**src/rtl/bwp_pkg.sv**
```systemverilog
// constants, carrier types and states of the byte/word packet packer
package bwp_pkg;

    // ---------------------------------------------------------------
    // widths
    // ---------------------------------------------------------------
    localparam int RAW = 4;
    localparam int DW = 16;
    localparam int LW = 12;

    // ---------------------------------------------------------------
    // register offsets
    // ---------------------------------------------------------------
    localparam logic [RAW-1:0] REG_CTRL = 4'h0;
    localparam logic [RAW-1:0] REG_LEN = 4'h1;
    localparam logic [RAW-1:0] REG_BASE = 4'h2;
    localparam logic [RAW-1:0] REG_STAT = 4'h3;
    localparam logic [RAW-1:0] REG_CNT = 4'h4;

    // control and status bit positions
    localparam int CTL_START = 0;
    localparam int CTL_RX = 1;
    localparam int CTL_SWAP = 4;
    localparam int ST_BUSY = 0;
    localparam int ST_DONE = 1;
    localparam int ST_ERR = 2;

    // ---------------------------------------------------------------
    // length limits, reset values, fill values
    // ---------------------------------------------------------------
    localparam logic [LW-1:0] LEN_MIN = 12'h001;
    localparam logic [LW-1:0] LEN_MAX = 12'h800;
    localparam logic [LW-1:0] LEN_RST = 12'h001;
    localparam logic [DW-1:0] BASE_RST = 16'h0000;
    localparam logic [DW-1:0] HDR_OFS = 16'h0001;
    localparam logic [7:0] ZERO_BYTE = 8'h00;
    localparam logic [3:0] LEN_PAD = 4'h0;

    // transfer mode, bits 4..1 of the control register
    typedef struct packed {
        logic swap;
        logic low_only;
        logic var_len;
        logic rx;
    } bwp_mode_t;

    // one byte on the serial stream
    typedef struct packed {
        logic last;
        logic [7:0] data;
    } bwp_byte_t;

    typedef enum {
        S_IDLE, S_WT, S_CAP, S_RD, S_TX0, S_TX1, S_RX, S_LENWR
    } bwp_state_t;

endpackage : bwp_pkg

```
**src/rtl/bwp_packer.sv**
```systemverilog
// byte/word packet packer: serial byte stream to and from 16-bit word storage
//
// Function
// - fixed data starts exactly at the configured base word, no header.
// - fixed two-byte mode occupies half as many words as bytes, rounded up.
// - fixed send, odd length: drop last upper byte, lower when swapped.
// - fixed receive, odd length: unused byte of last word is zero.
// - fixed low-byte mode occupies one word per data byte.
// - variable data: base word holds length, data starts at base plus one.
// - variable two-byte mode occupies length word plus half as many words as bytes, rounded up.
// - variable send, odd length: last upper byte not sent, lower when swapped.
// - variable receive, odd length: zero byte completes the last word.
// - variable low-byte mode occupies length word plus one word per byte.
// - all lengths, length word included, count bytes.
// - configured length or maximum accepted only from 1 to 2048.
// - two-byte mode without swap sends lower byte then upper byte.
// - low-byte mode sends only lower bytes, upper ignored.
// - low-byte mode stores byte in lower half, upper half cleared.
module bwp_packer
    import bwp_pkg::*;
(
    input wire logic ref_clk,
    input wire logic rst,
    input wire logic [RAW-1:0] reg_addr,
    input wire logic [DW-1:0] reg_wdata,
    input wire logic reg_wr,
    input wire logic reg_rd,
    output logic [DW-1:0] reg_rdata,
    output logic [DW-1:0] mem_addr,
    output logic [DW-1:0] mem_wdata,
    output logic mem_we,
    output logic mem_re,
    input wire logic [DW-1:0] mem_rdata,
    output bwp_byte_t tx_byte,
    output logic tx_valid,
    input wire logic tx_ready,
    input wire bwp_byte_t rx_byte,
    input wire logic rx_valid,
    output logic rx_ready
);

    // ---------------------------------------------------------------
    // state
    // ---------------------------------------------------------------
    bwp_state_t state_r;
    bwp_mode_t mode_r;
    logic [LW-1:0] len_r;
    logic [DW-1:0] base_r;
    logic [LW-1:0] cnt_r;
    logic [LW-1:0] xlen_r;
    logic hdr_r;
    logic [DW-1:0] word_r;
    logic [7:0] hold_r;
    logic busy_r, done_r, err_r;
    logic [DW-1:0] rdata_r, mem_addr_r, mem_wdata_r;
    logic mem_we_r, mem_re_r, rx_ready_r;
    bwp_byte_t tx_byte_r, skid_d_r;
    logic tx_valid_r, skid_v_r;

    logic start;
    logic [LW-1:0] cnt_inc;
    logic last_b, rx_take, rx_fin, rx_full;
    logic [LW-1:0] idx;
    logic [DW-1:0] data_addr;
    logic [DW-1:0] rx_word;
    logic [7:0] b0, b1;
    logic push_v;
    bwp_byte_t push_d;
    bwp_mode_t start_mode;

    // start only while idle; settings stay frozen during a transfer
    assign start = reg_wr && reg_addr == REG_CTRL && reg_wdata[CTL_START] && !busy_r;
    // mode_r is loaded on the same edge as start, so steer the first step from the bus word
    assign start_mode = bwp_mode_t'(reg_wdata[CTL_SWAP:CTL_RX]);
    assign cnt_inc = cnt_r + LEN_MIN;
    assign last_b = cnt_inc == xlen_r;

    // ---------------------------------------------------------------
    // storage addressing
    // ---------------------------------------------------------------
    // one word per byte in low-byte mode
    assign idx = mode_r.low_only ? cnt_r : {1'b0, cnt_r[LW-1:1]};
    // data from base, or base plus one after the length word
    assign data_addr = base_r + {LEN_PAD, idx} + (mode_r.var_len ? HDR_OFS : BASE_RST);

    // ---------------------------------------------------------------
    // byte selection for sending
    // ---------------------------------------------------------------
    // lower byte first, upper first only when swapped
    assign b0 = (mode_r.swap && !mode_r.low_only) ? word_r[15:8] : word_r[7:0];
    assign b1 = mode_r.swap ? word_r[7:0] : word_r[15:8];
    assign push_v = (state_r == S_TX0 || state_r == S_TX1) && !skid_v_r;
    assign push_d = '{last: last_b, data: (state_r == S_TX1) ? b1 : b0};

    // ---------------------------------------------------------------
    // word assembly for receiving
    // ---------------------------------------------------------------
    assign rx_take = rx_valid && rx_ready_r;
    assign rx_fin = last_b || (mode_r.var_len && rx_byte.last);
    assign rx_full = mode_r.low_only || cnt_r[0] || rx_fin;
    // unused half of a stored word reads zero
    always_comb begin
        if (mode_r.low_only) begin
            rx_word = {ZERO_BYTE, rx_byte.data};
        end else if (cnt_r[0]) begin
            rx_word = mode_r.swap ? {hold_r, rx_byte.data} : {rx_byte.data, hold_r};
        end else begin
            rx_word = mode_r.swap ? {rx_byte.data, ZERO_BYTE} : {ZERO_BYTE, rx_byte.data};
        end
    end

    // configuration registers
    always_ff @(posedge ref_clk) begin
        if (rst) begin
            mode_r <= '0;
            len_r <= LEN_RST;
            base_r <= BASE_RST;
        end else if (reg_wr && !busy_r) begin
            if (reg_addr == REG_CTRL) begin
                mode_r <= bwp_mode_t'(reg_wdata[CTL_SWAP:CTL_RX]);
            end
            // out-of-range length leaves the old value
            if (reg_addr == REG_LEN && reg_wdata >= {LEN_PAD, LEN_MIN}
                    && reg_wdata <= {LEN_PAD, LEN_MAX}) begin
                len_r <= reg_wdata[LW-1:0];
            end
            if (reg_addr == REG_BASE) begin
                base_r <= reg_wdata;
            end
        end
    end

    // transfer sequencer, memory port and status
    always_ff @(posedge ref_clk) begin
        if (rst) begin
            state_r <= S_IDLE;
            cnt_r <= '0;
            xlen_r <= LEN_RST;
            hdr_r <= 1'b0;
            word_r <= '0;
            hold_r <= '0;
            busy_r <= 1'b0;
            done_r <= 1'b0;
            err_r <= 1'b0;
            mem_addr_r <= '0;
            mem_wdata_r <= '0;
            mem_we_r <= 1'b0;
            mem_re_r <= 1'b0;
            rx_ready_r <= 1'b0;
        end else begin
            mem_we_r <= 1'b0;
            mem_re_r <= 1'b0;
            // rejected length write flags an error
            if (reg_wr && !busy_r && reg_addr == REG_LEN
                    && (reg_wdata < {LEN_PAD, LEN_MIN} || reg_wdata > {LEN_PAD, LEN_MAX})) begin
                err_r <= 1'b1;
            end
            unique case (state_r)
                S_IDLE: begin
                    if (start) begin
                        cnt_r <= '0;
                        xlen_r <= len_r;
                        busy_r <= 1'b1;
                        done_r <= 1'b0;
                        err_r <= 1'b0;
                        if (start_mode.rx) begin
                            rx_ready_r <= 1'b1;
                            state_r <= S_RX;
                        end else begin
                            // variable send reads length word first
                            hdr_r <= start_mode.var_len;
                            mem_re_r <= 1'b1;
                            mem_addr_r <= base_r;
                            state_r <= S_WT;
                        end
                    end
                end
                S_WT: begin
                    state_r <= S_CAP;
                end
                S_CAP: begin
                    if (hdr_r) begin
                        hdr_r <= 1'b0;
                        // length word in bytes, 1 up to maximum
                        if (mem_rdata != BASE_RST && mem_rdata <= {LEN_PAD, len_r}) begin
                            xlen_r <= mem_rdata[LW-1:0];
                            state_r <= S_RD;
                        end else begin
                            err_r <= 1'b1;
                            busy_r <= 1'b0;
                            state_r <= S_IDLE;
                        end
                    end else begin
                        word_r <= mem_rdata;
                        state_r <= S_TX0;
                    end
                end
                S_RD: begin
                    mem_re_r <= 1'b1;
                    mem_addr_r <= data_addr;
                    state_r <= S_WT;
                end
                S_TX0: begin
                    if (!skid_v_r) begin
                        cnt_r <= cnt_inc;
                        // odd last word sends only its first byte
                        if (last_b) begin
                            busy_r <= 1'b0;
                            done_r <= 1'b1;
                            state_r <= S_IDLE;
                        end else if (mode_r.low_only) begin
                            state_r <= S_RD;
                        end else begin
                            state_r <= S_TX1;
                        end
                    end
                end
                S_TX1: begin
                    if (!skid_v_r) begin
                        cnt_r <= cnt_inc;
                        if (last_b) begin
                            busy_r <= 1'b0;
                            done_r <= 1'b1;
                            state_r <= S_IDLE;
                        end else begin
                            state_r <= S_RD;
                        end
                    end
                end
                S_RX: begin
                    if (rx_take) begin
                        cnt_r <= cnt_inc;
                        if (!cnt_r[0]) begin
                            hold_r <= rx_byte.data;
                        end
                        // odd end writes the half-filled word
                        if (rx_full) begin
                            mem_we_r <= 1'b1;
                            mem_addr_r <= data_addr;
                            mem_wdata_r <= rx_word;
                        end
                        // extra bytes beyond the maximum are not accepted
                        if (rx_fin) begin
                            rx_ready_r <= 1'b0;
                            if (mode_r.var_len) begin
                                state_r <= S_LENWR;
                            end else begin
                                busy_r <= 1'b0;
                                done_r <= 1'b1;
                                state_r <= S_IDLE;
                            end
                        end
                    end
                end
                S_LENWR: begin
                    // received byte count into the base word
                    mem_we_r <= 1'b1;
                    mem_addr_r <= base_r;
                    mem_wdata_r <= {LEN_PAD, cnt_r};
                    busy_r <= 1'b0;
                    done_r <= 1'b1;
                    state_r <= S_IDLE;
                end
            endcase
        end
    end

    // two-entry skid buffer: a stalled receiver loses no byte
    always_ff @(posedge ref_clk) begin
        if (rst) begin
            tx_byte_r <= '0;
            tx_valid_r <= 1'b0;
            skid_d_r <= '0;
            skid_v_r <= 1'b0;
        end else if (!tx_valid_r || tx_ready) begin
            if (skid_v_r) begin
                tx_byte_r <= skid_d_r;
                tx_valid_r <= 1'b1;
                skid_v_r <= 1'b0;
            end else begin
                tx_valid_r <= push_v;
                if (push_v) begin
                    tx_byte_r <= push_d;
                end
            end
        end else if (push_v) begin
            skid_d_r <= push_d;
            skid_v_r <= 1'b1;
        end
    end

    // register read port, data one cycle after the strobe
    always_ff @(posedge ref_clk) begin
        if (rst) begin
            rdata_r <= '0;
        end else if (reg_rd) begin
            unique case (reg_addr)
                REG_CTRL: rdata_r <= {11'h000, mode_r, 1'b0};
                REG_LEN: rdata_r <= {LEN_PAD, len_r};
                REG_BASE: rdata_r <= base_r;
                REG_STAT: rdata_r <= {13'h0000, err_r, done_r, busy_r};
                REG_CNT: rdata_r <= {LEN_PAD, cnt_r};
                default: rdata_r <= '0;
            endcase
        end
    end

    assign reg_rdata = rdata_r;
    assign mem_addr = mem_addr_r;
    assign mem_wdata = mem_wdata_r;
    assign mem_we = mem_we_r;
    assign mem_re = mem_re_r;
    assign tx_byte = tx_byte_r;
    assign tx_valid = tx_valid_r;
    assign rx_ready = rx_ready_r;

    // ---------------------------------------------------------------
    // checks
    // ---------------------------------------------------------------
    // first fixed read
    property p_fixed_base;
        @(posedge ref_clk) disable iff (rst)
        $rose(busy_r) && !mode_r.rx && !mode_r.var_len |-> mem_re_r && mem_addr_r == base_r;
    endproperty
    a_fixed_base: assert property (p_fixed_base) else $error("fixed data not at base");

    property p_var_ofs;
        @(posedge ref_clk) disable iff (rst)
        (mem_re_r || mem_we_r) && mode_r.var_len && busy_r && !hdr_r && state_r != S_IDLE
            |-> mem_addr_r != base_r;
    endproperty
    a_var_ofs: assert property (p_var_ofs) else $error("variable data overlaps length");

    property p_odd_send;
        @(posedge ref_clk) disable iff (rst)
        push_v && state_r == S_TX0 && last_b |=> state_r == S_IDLE && done_r;
    endproperty
    a_odd_send: assert property (p_odd_send) else $error("extra byte after odd end");

    property p_zero_fill;
        @(posedge ref_clk) disable iff (rst)
        rx_take && rx_fin && !cnt_r[0] && !mode_r.low_only && !mode_r.swap
            |=> mem_we_r && mem_wdata_r[15:8] == ZERO_BYTE;
    endproperty
    a_zero_fill: assert property (p_zero_fill) else $error("odd word not zero filled");

    property p_low_store;
        @(posedge ref_clk) disable iff (rst)
        rx_take && mode_r.low_only |=> mem_we_r && mem_wdata_r[15:8] == ZERO_BYTE;
    endproperty
    a_low_store: assert property (p_low_store) else $error("upper byte not cleared");

    property p_order;
        @(posedge ref_clk) disable iff (rst)
        push_v && state_r == S_TX1 && !mode_r.swap |-> push_d.data == word_r[15:8];
    endproperty
    a_order: assert property (p_order) else $error("byte order wrong");

    property p_low_send;
        @(posedge ref_clk) disable iff (rst)
        push_v && mode_r.low_only |-> push_d.data == word_r[7:0] ##1 state_r != S_TX1;
    endproperty
    a_low_send: assert property (p_low_send) else $error("upper byte sent");

    property p_len_word;
        @(posedge ref_clk) disable iff (rst)
        state_r == S_LENWR |=> mem_we_r && mem_wdata_r == {LEN_PAD, $past(cnt_r)};
    endproperty
    a_len_word: assert property (p_len_word) else $error("length word not byte count");

    property p_len_range;
        @(posedge ref_clk) disable iff (rst)
        $rose(busy_r) |-> xlen_r >= LEN_MIN && xlen_r <= LEN_MAX;
    endproperty
    a_len_range: assert property (p_len_range) else $error("length out of range");

endmodule : bwp_packer

```
**config.mk**
```make
export PLATFORM = sky130hd
export DESIGN_NAME = bwp_packer
export DESIGN_NICKNAME = d
export VERILOG_FILES = /design/src/rtl/bwp_pkg.sv /design/src/rtl/bwp_packer.sv
export SDC_FILE = /design/constraint.sdc
export NUM_CORES = 1
export LEC_CHECK = 0
export BUFFER_PORTS_ARGS = -buffer_cell sky130_fd_sc_hd__buf_2
export CORE_MARGIN = 1.5
export CORE_UTILIZATION = 59
export CTS_CLUSTER_SIZE = 10
export DETAILED_ROUTE_END_ITERATION = 16
export GPL_TIMING_DRIVEN = 0
export PLACE_DENSITY = 0.81
export SLEW_MARGIN = 40
export SYNTH_ARGS = -nofsm -noshare
export SYNTH_HDL_FRONTEND = slang
export SYNTH_SLANG_ARGS = --single-unit
```
**constraint.sdc**
```tcl
create_clock -name ref_clk -period 4.7 [get_ports ref_clk]
set_input_delay 0.94 -clock ref_clk [delete_from_list [all_inputs] [get_ports ref_clk]]
set_output_delay 0.94 -clock ref_clk [all_outputs]
set_load 0.01 [all_outputs]
```
-- Yosys cells after proc, flatten, opt, wreduce, memory -nomap -nowiden
Index checks and enable logic that the tools add are counted.
- flip-flop bits (word level): 187
- input bits: 51
- output and inout bits: 61
- word-level logic and storage cells: 195
- add/sub/neg operators: 3
- order comparisons: 5
- eq/ne operators: 28
- multiplexer cells: 77
- bitwise gates (word level): 3
- reduce and logical (&&, ||, !) cells: 52
- operator list (operator ; count):
    one-hot mux 32 bit (8 select lines) ; 1
    2-to-1 mux 32 bit ; 6
    2-to-1 mux 16 bit ; 10
    equality test 32 x 3 -> 1 bit, second input constant ; 4
    2-to-1 mux 12 bit ; 7
    one-hot mux 16 bit (5 select lines) ; 1
    equality test 32 x 2 -> 1 bit, second input constant ; 2
    equality test 32 x 4 -> 1 bit, second input constant ; 2
    one-hot mux 16 bit (4 select lines) ; 1
    one-hot mux 12 bit (3 select lines) ; 1
    equality test 32 x 1 -> 1 bit, second input constant ; 1
    logical NOT 32 bit ; 1
    one-hot mux 16 bit (2 select lines) ; 1
    2-to-1 mux 1 bit ; 30
    inequality test 2 bit, second input constant ; 13
    2-to-1 mux 8 bit ; 3
    one-hot mux 12 bit (2 select lines) ; 1
    2-to-1 mux 9 bit ; 2
    adder 16 x 1 -> 16 bit ; 1
    adder 16 x 12 -> 16 bit ; 1
    >= comparator 16 x 1 -> 1 bit, second input constant ; 1
    greater-than comparator 16 x 12 -> 1 bit, second input constant ; 1
    <= comparator 16 x 12 -> 1 bit ; 1
    <= comparator 16 x 12 -> 1 bit, second input constant ; 1
    other kinds (29) ; 75

-- Logic depth before layout (Yosys ltp)
- depth in word-level cells: 8
- mapped depth: 14
- depth with buffers taken out: 12

-- Worst setup path after synthesis
Ideal clock, no wire load.
- path kind: flip-flop to flip-flop
- from: register mode_r[2] (netlist name)
- to: register mem_addr_r[7], in the netlist mem_addr[7]
- library setup time: 0.088 ns
- arrival: 3.256 ns
- required time: 4.612 ns
- path slack: 1.356 ns
- stages on the path, launching flop included: 13
- path buffers: 2
- period minus slack after synthesis: 3.344 ns
- cells stage by stage: dfxtp_1 clkbuf_1 buf_1 mux2i_1 inv_1 ha_1 a21o_1 a21oi_1 o21bai_1 a2111o_1 and3_1 or3_1 a311oi_2
- word-level cells in the longest chain between the ends: 6
- elaborated cells between the ends (all ways): 10
- classes of those cells: 2 x add/sub; 1 x eq/ne; 4 x mux; 3 x reduce/logical
- ends and longest elaborated chain (item ; RTL line ; source):
    from (decl) ; bwp_packer.sv:46 ; bwp_mode_t mode_r;
    from (signal assigned) ; bwp_packer.sv:120 ; mode_r <= bwp_mode_t'(reg_wdata[CTL_SWAP:CTL_RX]);
    2-to-1 mux 12 bit ; bwp_packer.sv:82 ; assign idx = mode_r.low_only ? cnt_r : {1'b0, cnt_r[LW-1:1]};
    adder 16 x 12 -> 16 bit ; bwp_packer.sv:84 ; assign data_addr = base_r + {LEN_PAD, idx} + (mode_r.var_len ? HDR_OFS : BASE_RST);
    adder 16 x 1 -> 16 bit ; bwp_packer.sv:84 ;
    2-to-1 mux 16 bit ; bwp_packer.sv:237 ; if (rx_full) begin
    2-to-1 mux 16 bit ; bwp_packer.sv:231 ; if (rx_take) begin
    one-hot mux 16 bit (4 select lines) ; bwp_packer.sv:158 ; unique case (state_r)
    to (signal assigned) ; bwp_packer.sv:173 ; mem_addr_r <= base_r;
    to (signal assigned) ; bwp_packer.sv:239 ; mem_addr_r <= data_addr;
    to (signal assigned) ; bwp_packer.sv:258 ; mem_addr_r <= base_r;
    to (decl) ; bwp_packer.sv:55 ; logic [DW-1:0] rdata_r, mem_addr_r, mem_wdata_r;
Parallel ways exist; a longest one is shown, timed or not. The select of a mux whose other input is x is not followed.
A chain may end at the register's enable or synchronous reset.

-- Worst setup path after layout
Ends and elaborated chain as after synthesis.

==> flow_results.org <==
** Placement
- At the end of routability-driven placement, the weighted congestion stood at 0.9843.
- HPWL after DPL :: a little over 20 mm
- During placement, the flow inserted port buffers numbering 108.
- Post-place instance area :: 0.009473 sq mm
- Worst Setup Slack post-DPL :: approximately 0.65 ns

** Yosys
- In the synthesized netlist the async set-or-reset flop fraction comes to 0%.
- After synthesis, the netlist uses 73 different library cells.
- Ys Warns :: 0
- Synthesized area per cell :: 7.780 sq um
- Post-synthesis instance area :: 0.008675 sq mm
- Cells after Synth :: 1115
- Net count after synthesis :: between 1000 and 1500
- By count the netlist is led by sky130_fd_sc_hd__nand2_1, sky130_fd_sc_hd__dfxtp_1, sky130_fd_sc_hd__a21oi_1, sky130_fd_sc_hd__nor2_1, sky130_fd_sc_hd__clkbuf_1.
- Leading area contributor after synthesis :: sky130_fd_sc_hd__dfxtp_1
- In the synthesized netlist the dominant register cell turns out to be sky130_fd_sc_hd__dfxtp_1.
- Of the synthesized area, sequential elements account for about 36%.
- Among all cell types in the netlist, the one instantiated most often is sky130_fd_sc_hd__nand2_1.
- Synthesis-stage register bit count :: 158
- Number of enable flip-flop cells after synthesis :: 0
- Cell types with the largest area share after synthesis :: sky130_fd_sc_hd__dfxtp_1, sky130_fd_sc_hd__nand2_1, sky130_fd_sc_hd__a21oi_1, sky130_fd_sc_hd__nor2_1, sky130_fd_sc_hd__mux2i_1
- Proportion of netlist area held by the largest area contributor :: between 30% and 40%

** Finish
- Share of cells above drive strength 1 :: between 10% and 20%
- Across the whole layout, storage elements account for ~0.0032 sq mm.
- Post-route design area :: 0.01006 sq mm
- Layout Area Growth over Synthesis :: 16.03%
- Counting the fill cells in the layout gives 1190.
- Layout net count :: around 1300
- The number of antenna diodes in the final layout is 0.
- Multi-input logic area :: 0.005120 sq mm

** CTS
- Clock tree synthesis inserted a total of 17 buffers.
- TritonCTS built the clock tree.
- For this design, the sink count on the clock tree is 158.
- Clock latency reported for the late side of the worst-skew pair :: 0.44 ns
- Post-cts sizing count :: 0
- Maximum level of the CTS H-tree :: 4
- Clock-pin slew was measured on the worst setup and hold paths at 0.06 ns.
- Clk Tree Root Cell :: sky130_fd_sc_hd__clkbuf_16
- Post-CTS Repair Setup Buffers :: 0
- In this run, post-CTS hold repair placed 0 buffers.
- The clock passes through at most 2 buffers.

** Outcome
- The flow ran to the end, and the final reports show no timing, DRC or antenna violations.

** STA
- Final worst path period share :: 88.90%
- Smallest setup slack after layout :: 0.5218 ns
- Setup Skew :: 0.01028 ns
- In the final timing run, aggregate negative setup slack is 0 ns.
- The number of failing hold endpoints at the final stage came to 0.
- Unrepaired setup endpoints after global routing :: false
- In this run the tightest slew margin relative to its limit is around 45%.
- Finish-stage setup viols :: 0
- Max-slew violation total from the final report :: 0
- Min Tclk post-route :: 4.178 ns
- Slew at the pin closest to its max-slew limit :: 0.8231 ns
- Maximum clock frequency :: between 200 and 250 MHz

** Worst setup path
- STA classifies the critical path startpoint as a flip-flop.
- Slack of the worst reg-to-reg path :: around 0.52 ns
- Crit Path Max Fanout :: 10
- Reg-to-reg critical path endpoint :: mem_addr[7]
- The critical path starts at mode_r[2].
- In this run the critical register-to-register path is launched from mode_r[2].
- Depth of the most critical reg-to-reg path :: 12
- For the worst setup path, the data required time is 5.05 ns.
- Arrival @ worst endpoint :: 4.53 ns
- Start-to-end type of the worst setup path :: reg2reg
- The worst setup path is captured at a flip-flop.

** Route
- Before antenna repair, the detailed router went through 8 iterations.
- After detailed routing, the number of vias per cell comes to 6.279.
- After detailed routing, the number of remaining DRC violations is 0.
- The final route contains 9042 vias.
- Remaining number of nets flagged by the antenna check after routing :: 0
- The detailed router finished its first iteration with 1013 violations.
- Routed wire length :: 27.43 mm
- In the final routed layout, each cell accounts on average for 19.05 um.

** Floorplan
- Die Height :: approximately 120 um
- Total core area :: 0.01442 sq mm
- In this run the count of I/O pins placed on the die edge is roughly 110.
- Die boundary width :: 124.3 um
- Initial Util :: 60.14%
- Row generation in the floorplan step produced between 40 and 50 rows.
- The floorplan step defined a die boundary enclosing between 0.015 and 0.02 sq mm.

** Pwr
- Cell internal power was estimated by the tool at between 0.002 and 0.003 W.
- The clock network accounts for 37.3% of the total power.
- Sw Pwr :: 0.001207 W
- Pleak :: between 3 and 4 nW
- The worst-case IR drop observed on VDD is ~0.00026 V.
- For this design the ratio of total power to cell area is 369.0 mW/mm^2.
- Net switching is 32.51% of the power.
- Sequential group share of total power :: 39.0%
- Combinational logic burns 23.7% of the power.

** GRT
- The via count of the first global-routing pass was 8351.
- Global routing used 35.16% of the available tracks across all layers.
- The first global-routing pass estimated 43.53 mm of wire.
- Antenna violations before repair :: 0
- Global routing finished with a remaining overflow of 0.
- Entering global routing, the biggest net connects 17 pins.

** Run
- Across the run, the number of max-cap violations was 0.

** Hold path
- Counting instances, the worst hold path has a depth of 2.
- Worst min-delay path category :: reg2reg
- The worst hold path terminates at tx_byte[5].
- Origin of the worst min-delay path :: tx_byte[5]
[power by group through the flow]
stage,sequential (W),combinational (W),clock [W]
CTS,0.00145,0.000854,0.00138
finish,0.00145,0.000880,0.00139
floorplan,0.00147,0.000595,0
global placement,0.00148,0.000839,0
global route,0.00145,0.000960,0.00145
detailed placement,0.00148,0.000845,0
[per-stage QoR]
step                      hold WS (ns)  utilization [%]  power, W  instances
after floorplan                 0.4357                -  0.002066       1115
final                           0.4514            69.78  0.003714       1440
after detailed placement        0.4425            65.67  0.002321       1408
after global placement          0.4370            65.48  0.002314       1407
after global routing            0.4705            69.78  0.003864       1440
after CTS                       0.4514            69.74  0.003681       1440
[layout make-up]
cell class                 count  share of cell area (%)
inverter                      24                  0.8951
sequential                   158                   31.43
timing repair buffer         109                   5.420
tap                          184                   2.287
clock inverter                10                   1.119
clock buffer                  22                   4.712
buffer                        79                   3.270
multi-input combinational    854                   50.87
[logic make-up after synthesis]
family	synth area share (%)
xor gates and xnor gates	2.423
adders and majority gates	3.923
DFF	36.46
buffers and inverters	4.817
and+or+nand+nor	23.60
AOI/OAI and AO/OA	21.94
muxes	6.837
[worst max-delay path: stages (launching register included)]
cell                       delay, ns
sky130_fd_sc_hd__dfxtp_1        0.49
sky130_fd_sc_hd__clkbuf_1       0.53
sky130_fd_sc_hd__buf_1          0.56
sky130_fd_sc_hd__mux2i_1        0.38
sky130_fd_sc_hd__inv_1          0.08
sky130_fd_sc_hd__ha_1           0.28
sky130_fd_sc_hd__a21o_1         0.18
sky130_fd_sc_hd__a21oi_1        0.29
sky130_fd_sc_hd__o21bai_1       0.13
sky130_fd_sc_hd__a2111o_1       0.43
sky130_fd_sc_hd__and3_1         0.18
sky130_fd_sc_hd__or3_1          0.31
sky130_fd_sc_hd__a311oi_2       0.25
[state kept, by name (all words and copies together) (netlist names), 3 cells and up]
| signal | flops |
|---|---|
| tx_byte | 9 |
| skid_d_r | 9 |
| mem_wdata | 16 |
| mode_r | 4 |
| reg_rdata | 16 |
| xlen_r | 12 |
| mem_addr | 16 |
| base_r | 16 |
| word_r | 16 |
| hold_r | 8 |
| len_r | 12 |
| state_r | 3 |
| cnt_r | 12 |
[layout by cell type (no fill, tap or decap), types with 4 or more instances in the layout]
cell type	instances
sky130_fd_sc_hd__buf_2	118
sky130_fd_sc_hd__nand3_1	56
sky130_fd_sc_hd__a31oi_1	9
sky130_fd_sc_hd__a311oi_2	6
sky130_fd_sc_hd__nand2b_1	6
sky130_fd_sc_hd__nand3b_1	6
sky130_fd_sc_hd__a22o_1	8
sky130_fd_sc_hd__nand4_1	16
sky130_fd_sc_hd__clkbuf_1	60
sky130_fd_sc_hd__or4_1	4
sky130_fd_sc_hd__or3_1	6
sky130_fd_sc_hd__a21o_1	5
sky130_fd_sc_hd__o21a_1	5
sky130_fd_sc_hd__xnor2_1	13
sky130_fd_sc_hd__clkinv_2	4
sky130_fd_sc_hd__o21ai_0	50
sky130_fd_sc_hd__clkbuf_16	17
sky130_fd_sc_hd__nor3_1	13
sky130_fd_sc_hd__mux2i_1	39
sky130_fd_sc_hd__nor2_1	124
sky130_fd_sc_hd__o31a_1	4
sky130_fd_sc_hd__nor4_1	9
sky130_fd_sc_hd__dfxtp_1	158
sky130_fd_sc_hd__buf_1	6
sky130_fd_sc_hd__inv_1	22
sky130_fd_sc_hd__mux2_2	18
sky130_fd_sc_hd__nand2_1	176
sky130_fd_sc_hd__ha_1	24
sky130_fd_sc_hd__a222oi_1	9
sky130_fd_sc_hd__and2_1	5
sky130_fd_sc_hd__o31ai_1	6
sky130_fd_sc_hd__and3_1	7
sky130_fd_sc_hd__o211ai_1	11
sky130_fd_sc_hd__a211oi_1	24
sky130_fd_sc_hd__xor2_1	11
sky130_fd_sc_hd__a21oi_1	124
sky130_fd_sc_hd__nor2b_1	9
[worst max-delay path by stage]
stage                  end  slack [ns]  depth (start not counted)
2_1_floorplan  mem_addr[7]        1.36                         12
3_3_place_gp   mem_addr[7]        0.75                         12
3_5_place_dp   mem_addr[7]        0.65                         12
4_1_cts        mem_addr[7]        0.59                         12
5_1_grt        mem_addr[7]        0.39                         12
6_report       mem_addr[7]        0.52                         12
[routing by layer]
metal / wire length [um] / GRT usage (%)
met1: 11540 / 46.97
met2: 12300 / 55.56
met3: 2661 / 7.603
met4: 923 / 13.86
met5: 0 / 0
Power figures use the tool's default switching activity.
